**src/ttc_pkg.sv**
```systemverilog
// shared constants and types for the two-tap camera video link
package ttc_pkg;

  // ---------------------------------------------------------------
  // clock and serial timing
  // ---------------------------------------------------------------
  localparam int unsigned CLK_MHZ        = 250;
  localparam int unsigned BAUD_RATE      = 9600;
  localparam int unsigned SER_BIT_CYC    = (CLK_MHZ * 1000000) / BAUD_RATE;
  localparam int unsigned SER_DATA_BITS  = 8;

  // ---------------------------------------------------------------
  // trigger and frame timing
  // ---------------------------------------------------------------
  localparam int unsigned TRIG_MIN_US    = 12;
  localparam int unsigned TRIG_MIN_CYC   = TRIG_MIN_US * CLK_MHZ;
  localparam int unsigned INTEG_MIN_US   = 10;
  localparam int unsigned INTEG_MIN_CYC  = INTEG_MIN_US * CLK_MHZ;
  localparam int unsigned TRANSFER_US    = 82;
  localparam int unsigned TRANSFER_CYC   = TRANSFER_US * CLK_MHZ;
  localparam int unsigned FRAME_MIN_NS_K = 16129;  // 16.129 ms in us
  localparam int unsigned FRAME_MIN_CYC  = FRAME_MIN_NS_K * CLK_MHZ;
  localparam int unsigned FRAME_MAX_MS   = 1000;
  localparam int unsigned FRAME_MAX_CYC  = FRAME_MAX_MS * 1000 * CLK_MHZ;
  localparam int unsigned PCLK_HALF_CYC  = 8;      // 64 ns pixel period
  localparam int unsigned OVERHEAD_PIX   = 16;

  // ---------------------------------------------------------------
  // output modes and reset values
  // ---------------------------------------------------------------
  localparam logic [1:0] MODE_2TAP_8     = 2'h2;
  localparam logic [1:0] MODE_2TAP_10    = 2'h3;
  localparam logic [7:0] PORT_IDLE       = 8'h00;
  localparam logic       SER_IDLE        = 1'b1;

  typedef enum logic [3:0] {
    FR_IDLE = 4'b0001,
    FR_WAIT = 4'b0010,
    FR_LINE = 4'b0100,
    FR_GAP  = 4'b1000
  } ttc_frame_e;

  typedef enum logic [1:0] {
    TG_IDLE = 2'b01,
    TG_HIGH = 2'b10
  } ttc_trig_e;

endpackage

```
**src/ttc_link_if.sv**
```systemverilog
// link between camera end and frame grabber end
`timescale 1ns/1ps
interface ttc_link_if;
  logic       pix_clk;
  logic       fval;
  logic       lval;
  logic       dval;
  logic [7:0] port_a;
  logic [7:0] port_b;
  logic [7:0] port_c;
  logic       frame_trigger_pulse;
  logic [2:0] cc_rsv;
  logic       ser_to_fg;
  logic       ser_to_cam;

  modport cam (
    output pix_clk, fval, lval, dval, port_a, port_b, port_c, ser_to_fg,
    input  frame_trigger_pulse, cc_rsv, ser_to_cam
  );
  modport grab (
    input  pix_clk, fval, lval, dval, port_a, port_b, port_c, ser_to_fg,
    output frame_trigger_pulse, cc_rsv, ser_to_cam
  );
endinterface

```
**src/ttc_cam_end.sv**
```systemverilog
// camera end: serial port, trigger response and two-tap video output
//
// Summary of operation
// - serial: one start, one stop, no parity
// - serial runs at 9600 baud or more
// - separate lines to grabber and to camera
// - grabber holds trigger at least 12 us
// - pulse-width integration at least 10 us
// - frame period 16.129 ms to 1000 ms
// - fval rises 82 us after trigger fall
// - grabber waits overhead after fval falls
// - first lval rises with fval
// - fval falls with last lval
// - taps carry pixel pairs 0,1 then onward
// - 8/10-bit port A/B bit mapping
// - 10-bit: port C carries tap B low
// - mode 2 is 8-bit, 3 is 10-bit
// - fval over frame, lval over pixels
// - unused data bits held at zero
// - trigger on first control line only
`timescale 1ns/1ps

// ---------------------------------------------------------------
// serial transceiver shared by both ends
// ---------------------------------------------------------------
module ttc_uart
  import ttc_pkg::*;
#(
  parameter int unsigned BIT_CYC = SER_BIT_CYC
)(
  // clock and reset
  input  wire logic       mclk,
  input  wire logic       rst_b,
  // transmit side
  input  wire logic [7:0] tx_data,
  input  wire logic       tx_valid,
  output logic            tx_ready,
  output logic            txd,
  // receive side
  input  wire logic       rxd,
  output logic [7:0]      rx_data,
  output logic            rx_valid,
  output logic            rx_err
);
  localparam int unsigned CW = $clog2(BIT_CYC + 1);
  localparam logic [CW-1:0] FULL_M1 = CW'(BIT_CYC - 1);
  localparam logic [CW-1:0] HALF_M1 = CW'(BIT_CYC / 2 - 1);

  logic [8:0]    tx_sh_q, tx_sh_d;
  logic [CW-1:0] tx_cnt_q, tx_cnt_d;
  logic [3:0]    tx_bits_q, tx_bits_d;
  logic          txd_q, txd_d, tx_idle_q, tx_idle_d;
  logic [2:0]    rx_s_q, rx_s_d;
  logic          rx_lvl_q, rx_lvl_d, rx_act_q, rx_act_d;
  logic [CW-1:0] rx_cnt_q, rx_cnt_d;
  logic [3:0]    rx_bits_q, rx_bits_d;
  logic [7:0]    rx_sh_q, rx_sh_d, rx_dat_q, rx_dat_d;
  logic          rx_ok_q, rx_ok_d, rx_bad_q, rx_bad_d;

  // transmitter: start bit, eight data bits lsb first, stop bit
  // framing start stop
  always_comb
  begin
    tx_sh_d   = tx_sh_q;
    tx_cnt_d  = tx_cnt_q;
    tx_bits_d = tx_bits_q;
    txd_d     = txd_q;
    tx_idle_d = tx_idle_q;
    if (tx_idle_q)
    begin
      if (tx_valid)
      begin
        tx_sh_d   = {1'b1, tx_data};
        txd_d     = 1'b0;
        tx_idle_d = 1'b0;
        tx_cnt_d  = '0;
        tx_bits_d = 4'h0;
      end
    end
    else if (tx_cnt_q == FULL_M1)
    begin
      tx_cnt_d = '0;
      if (tx_bits_q == 4'h9)
        tx_idle_d = 1'b1;
      else
      begin
        txd_d     = tx_sh_q[0];
        tx_sh_d   = {1'b1, tx_sh_q[8:1]};
        tx_bits_d = tx_bits_q + 4'h1;
      end
    end
    else
      tx_cnt_d = tx_cnt_q + CW'(1);
  end

  // receiver: synchronise, filter, sample mid bit, check stop bit
  always_comb
  begin
    rx_s_d    = {rx_s_q[1:0], rxd};
    rx_lvl_d  = (rx_s_q[1] == rx_s_q[2]) ? rx_s_q[2] : rx_lvl_q;
    rx_act_d  = rx_act_q;
    rx_cnt_d  = rx_cnt_q;
    rx_bits_d = rx_bits_q;
    rx_sh_d   = rx_sh_q;
    rx_dat_d  = rx_dat_q;
    rx_ok_d   = 1'b0;
    rx_bad_d  = 1'b0;
    if (!rx_act_q)
    begin
      if (!rx_lvl_q)
      begin
        rx_act_d  = 1'b1;
        rx_cnt_d  = '0;
        rx_bits_d = 4'h0;
      end
    end
    else if (rx_cnt_q == ((rx_bits_q == 4'h0) ? HALF_M1 : FULL_M1))
    begin
      rx_cnt_d = '0;
      if (rx_bits_q == 4'h0)
      begin
        rx_act_d  = ~rx_lvl_q;  // glitch rather than start bit
        rx_bits_d = 4'h1;
      end
      else if (rx_bits_q == 4'h9)
      begin
        rx_act_d = 1'b0;
        rx_dat_d = rx_sh_q;
        rx_ok_d  = rx_lvl_q;
        rx_bad_d = ~rx_lvl_q;
      end
      else
      begin
        rx_sh_d   = {rx_lvl_q, rx_sh_q[7:1]};
        rx_bits_d = rx_bits_q + 4'h1;
      end
    end
    else
      rx_cnt_d = rx_cnt_q + CW'(1);
  end

  // serial state registers
  always_ff @(posedge mclk)
  begin
    if (!rst_b)
    begin
      tx_sh_q   <= '1;
      tx_cnt_q  <= '0;
      tx_bits_q <= 4'h0;
      txd_q     <= SER_IDLE;
      tx_idle_q <= 1'b1;
      rx_s_q    <= 3'h7;
      rx_lvl_q  <= SER_IDLE;
      rx_act_q  <= 1'b0;
      rx_cnt_q  <= '0;
      rx_bits_q <= 4'h0;
      rx_sh_q   <= 8'h00;
      rx_dat_q  <= 8'h00;
      rx_ok_q   <= 1'b0;
      rx_bad_q  <= 1'b0;
    end
    else
    begin
      tx_sh_q   <= tx_sh_d;
      tx_cnt_q  <= tx_cnt_d;
      tx_bits_q <= tx_bits_d;
      txd_q     <= txd_d;
      tx_idle_q <= tx_idle_d;
      rx_s_q    <= rx_s_d;
      rx_lvl_q  <= rx_lvl_d;
      rx_act_q  <= rx_act_d;
      rx_cnt_q  <= rx_cnt_d;
      rx_bits_q <= rx_bits_d;
      rx_sh_q   <= rx_sh_d;
      rx_dat_q  <= rx_dat_d;
      rx_ok_q   <= rx_ok_d;
      rx_bad_q  <= rx_bad_d;
    end
  end

  assign tx_ready = tx_idle_q;
  assign txd      = txd_q;
  assign rx_data  = rx_dat_q;
  assign rx_valid = rx_ok_q;
  assign rx_err   = rx_bad_q;
endmodule

// ---------------------------------------------------------------
// camera end top
// ---------------------------------------------------------------
module ttc_cam_end
  import ttc_pkg::*;
#(
  parameter int unsigned BIT_CYC   = SER_BIT_CYC,
  parameter int unsigned XFER_CYC  = TRANSFER_CYC,
  parameter int unsigned PAIRS     = 700,
  parameter int unsigned LINES     = 1024,
  parameter int unsigned LINE_GAP  = 4
)(
  // clock and reset
  input  wire logic       mclk,
  input  wire logic       rst_b,
  // link
  ttc_link_if.cam         lnk,
  // pixel source
  input  wire logic [1:0] out_mode,
  input  wire logic [9:0] pix_a,
  input  wire logic [9:0] pix_b,
  output logic            pix_take,
  output logic            frame_busy,
  // serial user side
  input  wire logic [7:0] ser_tx_data,
  input  wire logic       ser_tx_valid,
  output logic            ser_tx_ready,
  output logic [7:0]      ser_rx_data,
  output logic            ser_rx_valid,
  output logic            ser_rx_err
);
  localparam int unsigned XW = $clog2(XFER_CYC + 1);
  localparam int unsigned PW = $clog2(PAIRS + 1);
  localparam int unsigned LW = $clog2(LINES + 1);
  localparam int unsigned GW = $clog2(LINE_GAP + 1);
  localparam int unsigned DW = $clog2(PCLK_HALF_CYC + 1);

  ttc_frame_e    st_q, st_d;
  logic [DW-1:0] div_q, div_d;
  logic          pclk_q, pclk_d, tick;
  logic [2:0]    trg_s_q, trg_s_d;
  logic          trg_q, trg_d;
  logic [XW-1:0] dly_q, dly_d;
  logic [PW-1:0] col_q, col_d;
  logic [LW-1:0] row_q, row_d;
  logic [GW-1:0] gap_q, gap_d;
  logic          ten_q, ten_d;
  logic          fv_q, fv_d, lv_q, lv_d, dv_q, dv_d, take_q, take_d;
  logic [7:0]    pa_q, pa_d, pb_q, pb_d, pc_q, pc_d;
  logic [23:0]   map;

  // serial port on its own pair of one-way lines
  // separate lines
  ttc_uart #(.BIT_CYC(BIT_CYC)) u_ser (
    .mclk     (mclk),
    .rst_b    (rst_b),
    .tx_data  (ser_tx_data),
    .tx_valid (ser_tx_valid),
    .tx_ready (ser_tx_ready),
    .txd      (lnk.ser_to_fg),
    .rxd      (lnk.ser_to_cam),
    .rx_data  (ser_rx_data),
    .rx_valid (ser_rx_valid),
    .rx_err   (ser_rx_err)
  );

  // pixel pair to port bits; unused bits stay zero
  always_comb
  begin
    if (ten_d)
      map = {pix_b[7:0], 2'b00, pix_b[9:8], 2'b00, pix_a[9:8], pix_a[7:0]};
    else
      map = {PORT_IDLE, pix_b[9:2], pix_a[9:2]};
  end

  // pixel clock divider, trigger filter and frame sequencer
  always_comb
  begin
    div_d   = (div_q == DW'(PCLK_HALF_CYC - 1)) ? '0 : div_q + DW'(1);
    pclk_d  = (div_q == DW'(PCLK_HALF_CYC - 1)) ? ~pclk_q : pclk_q;
    tick    = (div_q == DW'(PCLK_HALF_CYC - 1)) && pclk_q;  // falling pixel edge
    trg_s_d = {trg_s_q[1:0], lnk.frame_trigger_pulse};
    trg_d   = (trg_s_q[1] == trg_s_q[2]) ? trg_s_q[2] : trg_q;
    st_d    = st_q;
    dly_d   = dly_q;
    col_d   = col_q;
    row_d   = row_q;
    gap_d   = gap_q;
    ten_d   = ten_q;
    fv_d    = fv_q;
    lv_d    = lv_q;
    dv_d    = dv_q;
    pa_d    = pa_q;
    pb_d    = pb_q;
    pc_d    = pc_q;
    take_d  = 1'b0;
    case (st_q)
      FR_IDLE:
      begin
        if (trg_q && !trg_d)
        begin
          st_d  = FR_WAIT;
          dly_d = '0;
          ten_d = (out_mode == MODE_2TAP_10);
        end
      end
      FR_WAIT:
      begin
        if (dly_q < XW'(XFER_CYC - 1))
          dly_d = dly_q + XW'(1);
        else if (tick)
        begin
          st_d = FR_LINE;
          fv_d = 1'b1;
          lv_d = 1'b1;
          dv_d = 1'b1;
          col_d = '0;
          row_d = '0;
          {pc_d, pb_d, pa_d} = map;
          take_d = 1'b1;
        end
      end
      FR_LINE:
      begin
        if (tick)
        begin
          if (col_q == PW'(PAIRS - 1))
          begin
            lv_d = 1'b0;
            dv_d = 1'b0;
            {pc_d, pb_d, pa_d} = {PORT_IDLE, PORT_IDLE, PORT_IDLE};
            gap_d = '0;
            if (row_q == LW'(LINES - 1))
            begin
              fv_d = 1'b0;
              st_d = FR_IDLE;
            end
            else
              st_d = FR_GAP;
          end
          else
          begin
            col_d = col_q + PW'(1);
            {pc_d, pb_d, pa_d} = map;
            take_d = 1'b1;
          end
        end
      end
      FR_GAP:
      begin
        if (tick)
        begin
          if (gap_q == GW'(LINE_GAP - 1))
          begin
            st_d = FR_LINE;
            lv_d = 1'b1;
            dv_d = 1'b1;
            col_d = '0;
            row_d = row_q + LW'(1);
            {pc_d, pb_d, pa_d} = map;
            take_d = 1'b1;
          end
          else
            gap_d = gap_q + GW'(1);
        end
      end
      default:
        st_d = FR_IDLE;
    endcase
  end

  // sequencer registers
  always_ff @(posedge mclk)
  begin
    if (!rst_b)
    begin
      st_q    <= FR_IDLE;
      div_q   <= '0;
      pclk_q  <= 1'b0;
      trg_s_q <= 3'h0;
      trg_q   <= 1'b0;
      dly_q   <= '0;
      col_q   <= '0;
      row_q   <= '0;
      gap_q   <= '0;
      ten_q   <= 1'b0;
      fv_q    <= 1'b0;
      lv_q    <= 1'b0;
      dv_q    <= 1'b0;
      pa_q    <= PORT_IDLE;
      pb_q    <= PORT_IDLE;
      pc_q    <= PORT_IDLE;
      take_q  <= 1'b0;
    end
    else
    begin
      st_q    <= st_d;
      div_q   <= div_d;
      pclk_q  <= pclk_d;
      trg_s_q <= trg_s_d;
      trg_q   <= trg_d;
      dly_q   <= dly_d;
      col_q   <= col_d;
      row_q   <= row_d;
      gap_q   <= gap_d;
      ten_q   <= ten_d;
      fv_q    <= fv_d;
      lv_q    <= lv_d;
      dv_q    <= dv_d;
      pa_q    <= pa_d;
      pb_q    <= pb_d;
      pc_q    <= pc_d;
      take_q  <= take_d;
    end
  end

  // link and user outputs
  assign lnk.pix_clk = pclk_q;
  assign lnk.fval    = fv_q;
  assign lnk.lval    = lv_q;
  assign lnk.dval    = dv_q;
  assign lnk.port_a  = pa_q;
  assign lnk.port_b  = pb_q;
  assign lnk.port_c  = pc_q;
  assign pix_take    = take_q;
  assign frame_busy  = fv_q;
endmodule

```
**src/flat_wrapper.sv**
```systemverilog
// flat-port wrapper written by rule: the top's interface ports become plain ports
module ttc_cam_end_flat import ttc_pkg::*;
#(
  parameter int unsigned BIT_CYC   = SER_BIT_CYC,
  parameter int unsigned XFER_CYC  = TRANSFER_CYC,
  parameter int unsigned PAIRS     = 700,
  parameter int unsigned LINES     = 1024,
  parameter int unsigned LINE_GAP  = 4
)
  (mclk, rst_b, out_mode, pix_a, pix_b, pix_take, frame_busy, ser_tx_data, ser_tx_valid, ser_tx_ready, ser_rx_data, ser_rx_valid, ser_rx_err, lnk_pix_clk, lnk_fval, lnk_lval, lnk_dval, lnk_port_a, lnk_port_b, lnk_port_c, lnk_ser_to_fg, lnk_frame_trigger_pulse, lnk_cc_rsv, lnk_ser_to_cam);
  ttc_link_if lnk_i ();
  input  wire logic mclk;
  input  wire logic rst_b;
  input  wire logic [1:0] out_mode;
  input  wire logic [9:0] pix_a;
  input  wire logic [9:0] pix_b;
  output logic pix_take;
  output logic frame_busy;
  input  wire logic [7:0] ser_tx_data;
  input  wire logic ser_tx_valid;
  output logic ser_tx_ready;
  output logic [7:0] ser_rx_data;
  output logic ser_rx_valid;
  output logic ser_rx_err;
  output wire logic [$bits(lnk_i.pix_clk)-1:0] lnk_pix_clk;
  output wire logic [$bits(lnk_i.fval)-1:0] lnk_fval;
  output wire logic [$bits(lnk_i.lval)-1:0] lnk_lval;
  output wire logic [$bits(lnk_i.dval)-1:0] lnk_dval;
  output wire logic [$bits(lnk_i.port_a)-1:0] lnk_port_a;
  output wire logic [$bits(lnk_i.port_b)-1:0] lnk_port_b;
  output wire logic [$bits(lnk_i.port_c)-1:0] lnk_port_c;
  output wire logic [$bits(lnk_i.ser_to_fg)-1:0] lnk_ser_to_fg;
  input wire logic [$bits(lnk_i.frame_trigger_pulse)-1:0] lnk_frame_trigger_pulse;
  input wire logic [$bits(lnk_i.cc_rsv)-1:0] lnk_cc_rsv;
  input wire logic [$bits(lnk_i.ser_to_cam)-1:0] lnk_ser_to_cam;
  assign lnk_pix_clk = lnk_i.pix_clk;
  assign lnk_fval = lnk_i.fval;
  assign lnk_lval = lnk_i.lval;
  assign lnk_dval = lnk_i.dval;
  assign lnk_port_a = lnk_i.port_a;
  assign lnk_port_b = lnk_i.port_b;
  assign lnk_port_c = lnk_i.port_c;
  assign lnk_ser_to_fg = lnk_i.ser_to_fg;
  assign lnk_i.frame_trigger_pulse = lnk_frame_trigger_pulse;
  assign lnk_i.cc_rsv = lnk_cc_rsv;
  assign lnk_i.ser_to_cam = lnk_ser_to_cam;
  ttc_cam_end #(.BIT_CYC(BIT_CYC), .XFER_CYC(XFER_CYC), .PAIRS(PAIRS), .LINES(LINES), .LINE_GAP(LINE_GAP)) u_core (.mclk(mclk), .rst_b(rst_b), .lnk(lnk_i), .out_mode(out_mode), .pix_a(pix_a), .pix_b(pix_b), .pix_take(pix_take), .frame_busy(frame_busy), .ser_tx_data(ser_tx_data), .ser_tx_valid(ser_tx_valid), .ser_tx_ready(ser_tx_ready), .ser_rx_data(ser_rx_data), .ser_rx_valid(ser_rx_valid), .ser_rx_err(ser_rx_err));
endmodule
```
**config.mk**
```make
export PLATFORM = sky130hd
export DESIGN_NAME = ttc_cam_end_flat
export DESIGN_NICKNAME = d
export VERILOG_FILES = /design/src/ttc_pkg.sv /design/src/ttc_link_if.sv /design/src/ttc_cam_end.sv /design/src/flat_wrapper.sv
export SDC_FILE = /design/constraint.sdc
export NUM_CORES = 1
export LEC_CHECK = 0
export BUFFER_PORTS_ARGS = -buffer_cell sky130_fd_sc_hd__buf_2
export CORE_MARGIN = 10
export CORE_UTILIZATION = 50
export CTS_BUF_LIST = sky130_fd_sc_hd__clkbuf_16
export CTS_CLUSTER_DIAMETER = 200
export DETAILED_ROUTE_END_ITERATION = 6
export PLACE_DENSITY = 0.7
export REMOVE_ABC_BUFFERS = 1
export SLEW_MARGIN = 20
export SYNTH_ARGS = -nofsm -noshare
export SYNTH_HDL_FRONTEND = slang
export SYNTH_SLANG_ARGS = --single-unit
```
**constraint.sdc**
```tcl
create_clock -name mclk -period 5.35 [get_ports mclk]
set_input_delay 0.535 -clock mclk [delete_from_list [all_inputs] [get_ports mclk]]
set_output_delay 0.535 -clock mclk [all_outputs]
set_load 0.01 [all_outputs]
```
==> metrics.md, run 1 <==
| Metric | Value |
|---|---|
| Outcome | finished, final reports clean |
| Worst Hold Path EP | u_core.trg_s_q[0]$_SDFF_PN0_ |
| Initial antenna violation count | 0 |
| Crit path launch | u_core.st_q[2]$_SDFFE_PN0P_ |
| Syn avg cell area | 8.73 µm² |
| Sink Count | 151 |
| CTS tree | done |
| Adder-Cell Fraction of Synth Area | 2.45% |
| Worst-Margin Slew | 1110 ps |
| Largest family of logic cells by synthesized area | simple AND/OR/NAND/NOR gates |
| # resized after CTS | 0 |
| Worst R2R Path Depth | 5 |
| Worst reg2reg setup slack | 2550 ps |
| Core Rows | 43 |
| Commonest cells after routing, fill and taps aside | 151 x dfxtp_1, 76 x buf_2, 75 x nand2_1 |
| Slew Limit Headroom | approximately 26% |
| P_leak | 3.03 nW |
| Final Max Tran Viols | 0 |
| Worst-Skew Late Latency | 430 ps |
| Simple-gate portion of the synthesized area | 25.8% |
| Pwr Density | 296 mW/mm² |
| Compound-Gate Fraction of Synth Area | 20.5% |
| First-pass GRT wire length | approximately 29000 µm |
| Mapped Area | 0.00715 mm² |
| Crit-path max FO | 22 |
| Die height | 140 µm |
| Commonest non-fill, non-tap cell in the layout | dfxtp_1 |
| Pin count of the biggest net entering global routing | 57 |
| Top FF cell, synth | dfxtp_1 |
| Multiplexer share of the synthesized area | 3.22% |
| Final hold slack | approximately 320 ps |
| Initial DRT Pass Iterations | 5 |
| Fin crit period | 2800 ps |
| Unrepaired setup endpoints after global routing | no |
| CP dominant cell by count | a32o_1 |
| Ratio of cells with drive above 1 in the final layout | ~15% |
| Drt drc | 0 |
| Initial Util | 51.3% |
| CP arrival | 3160 ps |
| Cells after Synth | 819 |
| Clk buf depth | 2 |
| Detail Route Antenna Nets | 0 |
| Clk slew on worst S/H paths | 60 ps |
| Worst Hold Depth | 2 |
| XOR/XNOR share of the synthesized area | 1.71% |
| DRT iter0 DRCs | 592 |
| Final Power | 0.00243 W |
| Vias in the first global route | ~6000 |
| Clk_skew | around 13 ps |
| Grt ovf | 0 |
| Req. time, crit path | 5720 ps |
| Boundary Pins | 80 |
| Routed wire length | 17300 µm |
| Buffer and inverter count on the worst path | 0 |
| Largest stage delay, worst path | 850 ps |
| Inserted Clock Buffers | 17 |
| Hold Crit Class | in2reg |
| Reg2Reg Capture Point | u_core.lnk.port_c[1]$_SDFFE_PN0P_ |
| DP Cell Count | 1038 |
| Via count | around 6500 |
| Final nets | 929 |
| Wire per inst | 16.2 µm |
| Synthesis Warnings | 0 |
| Final setup viols | 0 |
| Core area | 0.0139 mm² |
| Reg-to-Reg Start | u_core.st_q[2]$_SDFFE_PN0P_ |
| P&R area growth vs syn | 14.7% |
| Worst vdd ir | 0.209 mV |
| Die W | 140 µm |
| Post-synth EDFFs | 0 |
| Post-synth ARST share | 0% |
| Root Driver | clkbuf_16 |
| CP max stage cell | a21oi_2 |
| CP top delay family | compound AO/OA/AOI/OAI gates |
| CP Class | reg2reg |
| Die area | 0.0195 mm² |
| Avg Vias per Cell | 6.07 |
| Non-filler cells, final | 1070 |
| Ant diodes | 0 |
| CP startpoint kind | register |
| Fin Setup TNS | 0 ps |
| Global placer's final weighted congestion | 0.872 |
| Final worst path period share | between 50 and 60% |
| Post-CTS Setup Bufs | 0 |
| Yosys reg bits | 151 |
| Post-synthesis sequential area ratio | 42.3% |
| Post-CTS Hold Fix Bufs | 0 |
| # H-tree levels | 4 |
| Netlist cell types | between 70 and 80 |
| Crit path capture type | register |
| HPWL after DPL | 12000 µm |
| FMAX | 0.358 GHz |
| Hold Startpoint | lnk_frame_trigger_pulse |
| IO Port Bufs | 76 |
| MaxCap Viol Count | 0 |
| Overall routing resource usage | 17.0% |
| Critical path cell sequence | nor4b_2 -> nand2_1 -> a32o_1 -> a21oi_2 -> a32o_1 |
| Hold Violations, Final | 0 |
[power by group]
part	leakage [nW]	switching (W)	internal (W)
Combinational	1.52	0.0000536	0.0000327
Clock	0.296	0.000498	0.000699
Sequential	1.22	0.00000996	0.00114
Total	3.03	0.000561	0.00187
[cells in the mapped netlist (6+ instances only)]
master / number / area share (%)
nor4_1: 10 / 0.87
o211ai_1: 16 / 1.7
or2_2: 8 / 0.70
o31ai_1: 12 / 1.3
or4_1: 8 / 0.84
nor2_1: 53 / 2.8
buf_2: 14 / 0.98
nor3_1: 16 / 1.1
nand3b_1: 9 / 0.94
nor3b_1: 7 / 0.73
ha_1: 14 / 2.4
nand3_1: 47 / 3.3
dfxtp_1: 151 / 42
nand2_1: 75 / 3.9
o2bb2ai_1: 12 / 1.5
a21oi_1: 65 / 4.5
nand2b_1: 12 / 1.0
xnor2_1: 10 / 1.2
a31oi_1: 6 / 0.52
inv_1: 24 / 1.3
a32o_1: 12 / 1.7
and3_1: 10 / 0.87
mux2i_1: 23 / 3.2
clkbuf_1: 22 / 1.2
and2_1: 8 / 0.70
o21ai_0: 41 / 2.9
nand4_1: 22 / 1.9
o311ai_0: 10 / 1.2
or3_1: 13 / 1.1
[registers in the layout, indices dropped and copies added, names as in the netlist, 4 cells and up]
register	cells
u_core.u_ser.tx_sh_q	8
u_core.u_ser.tx_cnt_q	15
u_core.lnk.port_c	8
u_core.lnk.port_a	8
u_core.u_ser.tx_bits_q	4
u_core.st_q	4
u_core.u_ser.rx_sh_q	8
u_core.u_ser.rx_data	8
u_core.div_q	4
u_core.u_ser.rx_cnt_q	15
u_core.col_q	10
u_core.row_q	11
u_core.u_ser.rx_bits_q	4
u_core.dly_q	15
u_core.lnk.port_b	8
[through the flow]
stage	cell area, µm²	utilization, %	setup WS, ps
final	8210	58.9	2550
after global routing	8210	58.9	2350
after CTS	8200	58.9	2590
after detailed placement	7610	54.6	2630
after global placement	7610	54.6	2720
after floorplan	6960	-	2730
[how the worst max path moves through the flow]
stage	slack (ps)	cells past startpoint	end
floorplan	2730	4	u_core.u_ser.rx_cnt_q[11]$_SDFFE_PN0P_
global placement	2720	5	u_core.lnk.port_c[2]$_SDFFE_PN0P_
detailed placement	2630	5	u_core.lnk.port_c[1]$_SDFFE_PN0P_
CTS	2590	5	u_core.lnk.port_c[1]$_SDFFE_PN0P_
global route	2350	5	u_core.lnk.port_c[1]$_SDFFE_PN0P_
finish	2550	5	u_core.lnk.port_c[1]$_SDFFE_PN0P_
[logic make-up after synthesis]
group / Yosys count
and+or+nand+nor: 330
AOI/OAI and AO/OA: 219
DFF: 151
buffers and inverters: 68
muxes: 23
xor gates and xnor gates: 14
adders and majority gates: 14
[cell type report]
class / instances / area, µm²
clock buffer: 17 / 425
clock inverter: 15 / 169
fill: 1192 / 5730
inverter: 25 / 93.8
multi-input combinational: 600 / 3850
sequential: 151 / 3020
tap: 180 / 225
timing repair buffer: 82 / 425
[per-layer routing]
metal	wire length (µm)	up-vias	track usage (%)
met2	8740	180	28.9
met3	862	19	4.49
met1	7490	3103	20.3
met5	0	-	0
met4	200	0	5.76
li1	-	3188	-
[worst reg2reg max path, delay by kind of cell, from the launching register on]
kind | cells | cell delay, ps
compound gates | 3 | 1450
simple gates | 2 | 770
flops | 1 | 520
Power figures use the tool's default switching activity.
==> run 2: changes to the inputs <==
- PLACE_DENSITY: 0.7 -> 0.73
- clock period: 5.35 -> 2.3 ns (I/O delays scaled with it)
==> metrics.md, run 2 (synthesis gave the netlist of run 1 again) <==
| Metric | Value |
|---|---|
| Clock power frac | 49.1% (-0.2 points) |
| Crit-path max FO | 5 (-77%) |
| Grt ovf | 0 (unchanged) |
| Pin count of the biggest net entering global routing | 47 (-18%) |
| CP Class | reg2reg |
| Worst-Skew Late Latency | 430 ps (about the same) |
| Boundary Pins | 80 (unchanged) |
| Combinational share of power | 4.0% (+0.4 points) |
| Via count | 6597 (+1.6%) |
| Critical path cell sequence | inv_1 -> ha_1 -> or3b_2 -> nor4_4 -> o211ai_2 -> or4_1 -> a21oi_1 |
| Clk slew on worst S/H paths | 60 ps (about the same) |
| Crit path launch | u_core.u_ser.rx_bits_q[0]$_SDFFE_PN0P_ |
| Die area | 0.0195 mm² (unchanged) |
| Initial antenna violation count | 0 (unchanged) |
| CTS tree | done |
| CP Capture Point | u_core.u_ser.rx_bits_q[2]$_SDFFE_PN0P_ |
| # H-tree levels | 4 (unchanged) |
| Hold Crit Class | in2reg |
| DP Cell Count | 1090 (+5.0%) |
| Clk buf depth | 2 (unchanged) |
| IO Port Bufs | 76 (unchanged) |
| Root Driver | clkbuf_16 |
| CP max stage cell | or3b_2 |
| Final worst path period share | 96.6% (+44 points) |
| Worst Slack Setup Final | 78.0 ps (-2480 ps) |
| Final Power | 0.00568 W (+130%) |
| Die height | 140 µm (unchanged) |
| Worst-Margin Slew | 569 ps (-537 ps) |
| Initial DRT Pass Iterations | 5 (unchanged) |
| Final Max Tran Viols | 0 (unchanged) |
| Vias in the first global route | 6156 (+2.0%) |
| Detail Route Antenna Nets | 0 (unchanged) |
| Overall routing resource usage | 17.5% (+0.47 points) |
| Sink Count | 151 (unchanged) |
| Worst R2R Path Depth | 7 (+2) |
| P&R area growth vs syn | 21.6% |
| MaxCap Viol Count | 0 (unchanged) |
| Routed wire length | 17400 µm (+0.65%) |
| Pwr Density | 653 mW/mm² (+120%) |
| HPWL after DPL | 12100 µm (+0.20%) |
| FMAX | 0.450 GHz (+26%) |
| P_leak | 3.34 nW (+10%) |
| Initial Util | 51.3% (unchanged) |
| Core area | 0.0139 mm² (unchanged) |
| First-pass GRT wire length | 29500 µm (+3.2%) |
| Req. time, crit path | 2650 ps (-3070 ps) |
| Final core utilization | 62.4% (+3.5 points) |
| CP startpoint kind | register |
| Crit path capture type | register |
| Die W | 140 µm (unchanged) |
| Non-filler cells, final | 1123 (+5.0%) |
| Seq pwr share | 46.8% (-0.4 points) |
| Final setup viols | 0 (unchanged) |
| DRT iter0 DRCs | 468 (-21%) |
| Outcome | finished, final reports clean |
| Ant diodes | 0 (unchanged) |
| Avg Vias per Cell | 5.87 (-3.1%) |
| Worst vdd ir | 0.538 mV (+160%) |
| Int Pwr | 0.00443 W (+140%) |
| Unrepaired setup endpoints after global routing | yes |
| Fillers | 1233 (+3.4%) |
| Inserted Clock Buffers | 17 (unchanged) |
| CP arrival | 2570 ps (-590 ps) |
| Reg-to-Reg Start | u_core.u_ser.rx_bits_q[0]$_SDFFE_PN0P_ |
| Fin crit period | 2220 ps (-575 ps) |
| Net switching power | 0.00125 W (+120%) |
| Largest stage delay, worst path | 520 ps (-330 ps) |
| Setup WS pre-CTS | -21.6 ps (-2650 ps) |
| Biggest regs | u_core.dly_q: 15 flops, u_core.u_ser.rx_cnt_q: 15 flops, u_core.u_ser.tx_cnt_q: 15 flops |
| Ratio of cells with drive above 1 in the final layout | 20.8% (+5.4 points) |
| Drt drc | 0 (unchanged) |
| Core Rows | 43 (unchanged) |
| Hold Violations, Final | 0 (unchanged) |
| Commonest non-fill, non-tap cell in the layout | dfxtp_1 |
| Worst reg2reg setup slack | 80 ps (-2480 ps) |
| Reg2Reg Capture Point | u_core.u_ser.rx_bits_q[2]$_SDFFE_PN0P_ |
| Final nets | 983 (+5.8%) |
| Global placer's final weighted congestion | 0.844 (-3.2%) |
| Commonest cells after routing, fill and taps aside | 148 x dfxtp_1, 76 x buf_2, 75 x nand2_1 |
| Wire per inst | 15.5 µm (-4.1%) |
| Switching share of power | 22.0% (-1.1 points) |
| Slew Limit Headroom | 61.9% (+36 points) |
| Clk_skew | 8.04 ps (-5.33 ps) |
==> run 2: cell count changes in the layout (fill, tap and decap cells not counted), moves of 3 or more <==
cell and delta:
clkinv_2 +3, buf_12 +4, buf_4 +49, dfxtp_1 -3
inv_6 -3
==> run 2: worst min-delay path by stage <==
stage               cells after the start  slack (ps)                                   end                              start
floorplan                               1         290  u_core.u_ser.tx_sh_q[7]$_SDFFE_PN1P_                              rst_b
global route                            2          30     u_core.u_ser.rx_s_q[0]$_SDFF_PN1_                     lnk_ser_to_cam
global placement                        1         390     u_core.u_ser.rx_s_q[1]$_SDFF_PN1_  u_core.u_ser.rx_s_q[0]$_SDFF_PN1_
finish                                  2          20     u_core.u_ser.rx_s_q[0]$_SDFF_PN1_                     lnk_ser_to_cam
CTS                                     2           3     u_core.u_ser.rx_s_q[0]$_SDFF_PN1_                     lnk_ser_to_cam
detailed placement                      1         400     u_core.u_ser.rx_s_q[1]$_SDFF_PN1_  u_core.u_ser.rx_s_q[0]$_SDFF_PN1_
==> run 2: cell type report <==
cell class,count,area (µm²),area share [%]
inverters,25,93.8,1.08
well taps,180,225,2.59
clock buffers,17,425,4.89
clock inverters,14,159,1.83
flip-flops and latches,151,3030,34.8
multi-input cells,600,3880,44.6
repair buffers,136,883,10.2
==> run 2: layer usage <==
layer	track usage [%]	share of wire (%)
met5	0	0
met4	5.22	0.95
met3	4.08	4.3
met2	28.7	49
met1	22.3	46
==> run 2: repair_timing <==
| item | in CTS | in global routing |
|---|---|---|
| resized for setup | 2 | 11 |
| endpoints found under the setup margin | 4 | 26 |
| hold buffers | 1 | 0 |
| pin swaps | 1 | 3 |
| buffers inserted | 0 | 1 |
| endpoints found under the hold margin | 1 | 0 |
==> run 2: power groups by stage <==
stage               Clock, W  Sequential (W)  Combinational (W)
floorplan                  0         0.00272           0.000111
global placement           0         0.00272           0.000223
detailed placement         0         0.00272           0.000227
CTS                  0.00284         0.00266           0.000230
global route         0.00293         0.00266           0.000259
finish               0.00279         0.00266           0.000228
==> run 2: metrics by stage <==
step | hold WS, ps | setup TNS (ps) | instance area, µm²
2_1_floorplan | 292 | -676 | 6960
3_3_place_gp | 391 | 0 | 8050
3_5_place_dp | 401 | -21.6 | 8050
4_1_cts | 3.30 | 0 | 8660
5_1_grt | 27.7 | -83.8 | 8700
6_report | 17.1 | 0 | 8700
==> run 2: critical path: cells and delay by family, from the launching register on <==
family                   cells  cell delay (ps)
AO/OA/AOI/OAI                2              310
adder cells (fa/ha/maj)      1              180
buffers and inverters        1               90
flip-flops                   1              310
AND/OR/NAND/NOR              3             1260
==> run 3: changes to the inputs <==
- CAP_MARGIN: default -> 30
- CORE_ASPECT_RATIO: default -> 0.7
- SLEW_MARGIN: 20 -> 40
==> metrics.md, run 3 (synthesis gave the netlist of run 1 again) <==
| Metric | Value |
|---|---|
| Final nets | 991 (+0.81%) |
| Final setup viols | 0 (unchanged) |
| Drt drc | 0 (unchanged) |
| Initial antenna violation count | 0 (unchanged) |
| Clk buf depth | 2 (unchanged) |
| Ratio of cells with drive above 1 in the final layout | 22.4% (+1.6 points) |
| Hold Crit Class | in2reg |
| Slew Limit Headroom | 59.4% (-2.5 points) |
| Commonest non-fill, non-tap cell in the layout | dfxtp_1 |
| Via count | 6643 (+0.70%) |
| Wire per inst | 15.5 µm (about the same) |
| P&R area growth vs syn | 22.8% |
| DRT iter0 DRCs | 581 (+24%) |
| Overall routing resource usage | 18.0% (+0.53 points) |
| Root Driver | clkbuf_16 |
| Fin crit period | 2160 ps (-65.8 ps) |
| Inserted Clock Buffers | 17 (unchanged) |
| Initial Util | 51.2% (-0.11 points) |
| P_leak | 3.35 nW (+0.44%) |
| MaxCap Viol Count | 0 (unchanged) |
| Met1 Use GR | 25.7% (+3.3 points) |
| Final worst path period share | 93.7% (-2.9 points) |
| Routed wire length | 17700 µm (+1.6%) |
| Pwr Density | 648 mW/mm² (-0.66%) |
| Boundary Pins | 80 (unchanged) |
| Vias in the first global route | 6196 (+0.65%) |
| DP Cell Count | 1107 (+1.6%) |
| Grt ovf | 0 (unchanged) |
| FMAX | 0.464 GHz (+3.1%) |
| Core Rows | 36 (-16%) |
| Detail Route Antenna Nets | 0 (unchanged) |
| CP Class | reg2reg |
| Req. time, crit path | 2660 ps (about the same) |
| Ant diodes | 0 (unchanged) |
| Fin Setup TNS | 0 ps (unchanged) |
| Final Max Tran Viols | 0 (unchanged) |
| IO Port Bufs | 76 (unchanged) |
| Initial DRT Pass Iterations | 5 (unchanged) |
| HPWL after DPL | 12500 µm (+3.4%) |
| Unrepaired setup endpoints after global routing | yes |
| CTS tree | done |
| Final Power | 0.00570 W (+0.33%) |
| Outcome | finished, final reports clean |
| Avg Vias per Cell | 5.82 (-0.98%) |
| Die W | 163 µm (+17%) |
| CP startpoint kind | register |
| Sink Count | 151 (unchanged) |
| Worst vdd ir | 0.528 mV (-2.0%) |
| Met2 Resource Use GR | 26.8% (-1.9 points) |
| Hold Violations, Final | 0 (unchanged) |
| Core area | 0.0140 mm² (+0.21%) |
| Clk slew on worst S/H paths | 60 ps (about the same) |
| Global placer's final weighted congestion | 0.874 (+3.5%) |
| Grt peak-use layer | met2 |
| CP arrival | 2510 ps (-60 ps) |
| Crit path capture type | register |
| Crit-path max FO | 6 (+1) |
| Worst-Margin Slew | 604 ps (+34.9 ps) |
| Met3 GRT Util | 3.93% (-0.16 points) |
| Clk_skew | 11.2 ps (+3.14 ps) |
| # H-tree levels | 4 (unchanged) |
| Pin count of the biggest net entering global routing | 41 (-13%) |
| Worst-Skew Late Latency | 420 ps (about the same) |
| Die area | 0.0196 mm² (+0.39%) |
| Biggest regs | u_core.dly_q: 15 flops, u_core.u_ser.rx_cnt_q: 15 flops, u_core.u_ser.tx_cnt_q: 15 flops |
| Die height | 120 µm (-14%) |
| First-pass GRT wire length | 30100 µm (+1.9%) |
| Non-filler cells, final | 1142 (+1.7%) |
| Commonest cells after routing, fill and taps aside | 147 x dfxtp_1, 76 x buf_2, 75 x nand2_1 |
run 3: what timing repair did:
| action | 4_1_cts | 5_1_grt |
|---|---|---|
| hold buffers | 1 | 0 |
| buffers inserted | 1 | 1 |
| hold endpoints to repair | 1 | 0 |
| resized for setup | 1 | 16 |
| setup endpoints to repair | 10 | 68 |
| pin swaps | 1 | 1 |
run 3: layout make-up:
type / count / area, µm²
fillers: 1197 / 5180
multi-input cells: 600 / 3900
clock inverters: 15 / 168
inverters: 25 / 93.8
well taps: 190 / 238
repair buffers: 144 / 931
clock buffers: 17 / 425
flip-flops and latches: 151 / 3030
run 3: layer usage:
metal / vias to the layer above / share of wire, %
met5: - / 0
met1: 3101 / 49
met3: 16 / 6.2
met4: 0 / 0.85
li1: 3327 / -
met2: 199 / 44
run 3: power breakdown:
| group | switching [W] | internal, W | leakage, nW |
|---|---|---|---|
| combinational | 0.000135 | 0.0000967 | 1.85 |
| clock | 0.00118 | 0.00162 | 0.281 |
| sequential | 0.0000181 | 0.00264 | 1.22 |
| total | 0.00134 | 0.00436 | 3.35 |
run 3: final timing paths:
check | slack, ps | cells past startpoint | end | startpoint
min reg2reg | 420 | 1 | u_core.u_ser.rx_s_q[1]$_SDFF_PN1_ | u_core.u_ser.rx_s_q[0]$_SDFF_PN1_
max reg2reg | 140 | 5 | u_core.u_ser.rx_bits_q[2]$_SDFFE_PN0P_ | u_core.u_ser.rx_cnt_q[1]$_SDFFE_PN0P_
min | 20 | 3 | u_core.u_ser.tx_sh_q[7]$_SDFFE_PN1P_ | ser_tx_data[7]
max | 140 | 5 | u_core.u_ser.rx_bits_q[2]$_SDFFE_PN0P_ | u_core.u_ser.rx_cnt_q[1]$_SDFFE_PN0P_
run 3: critical path, cell delays in order, from the launching register on:
cell	delay, ps
dfxtp_1	380
or4b_4	520
nor4_4	370
o211ai_2	170
or4_1	500
a21oi_1	140
run 3: per-stage QoR:
stage | area [µm²] | worst slack, ps | util (%) | hold slack (ps)
after floorplan | 6960 | -174 | - | 292
final | 8780 | 144 | 62.9 | 24.6
after global routing | 8780 | 13.0 | 62.9 | 40.2
after CTS | 8720 | 0.708 | 62.4 | 17.4
after detailed placement | 8100 | -35.1 | 58.0 | 410
after global placement | 8100 | 26.0 | 58.0 | 396
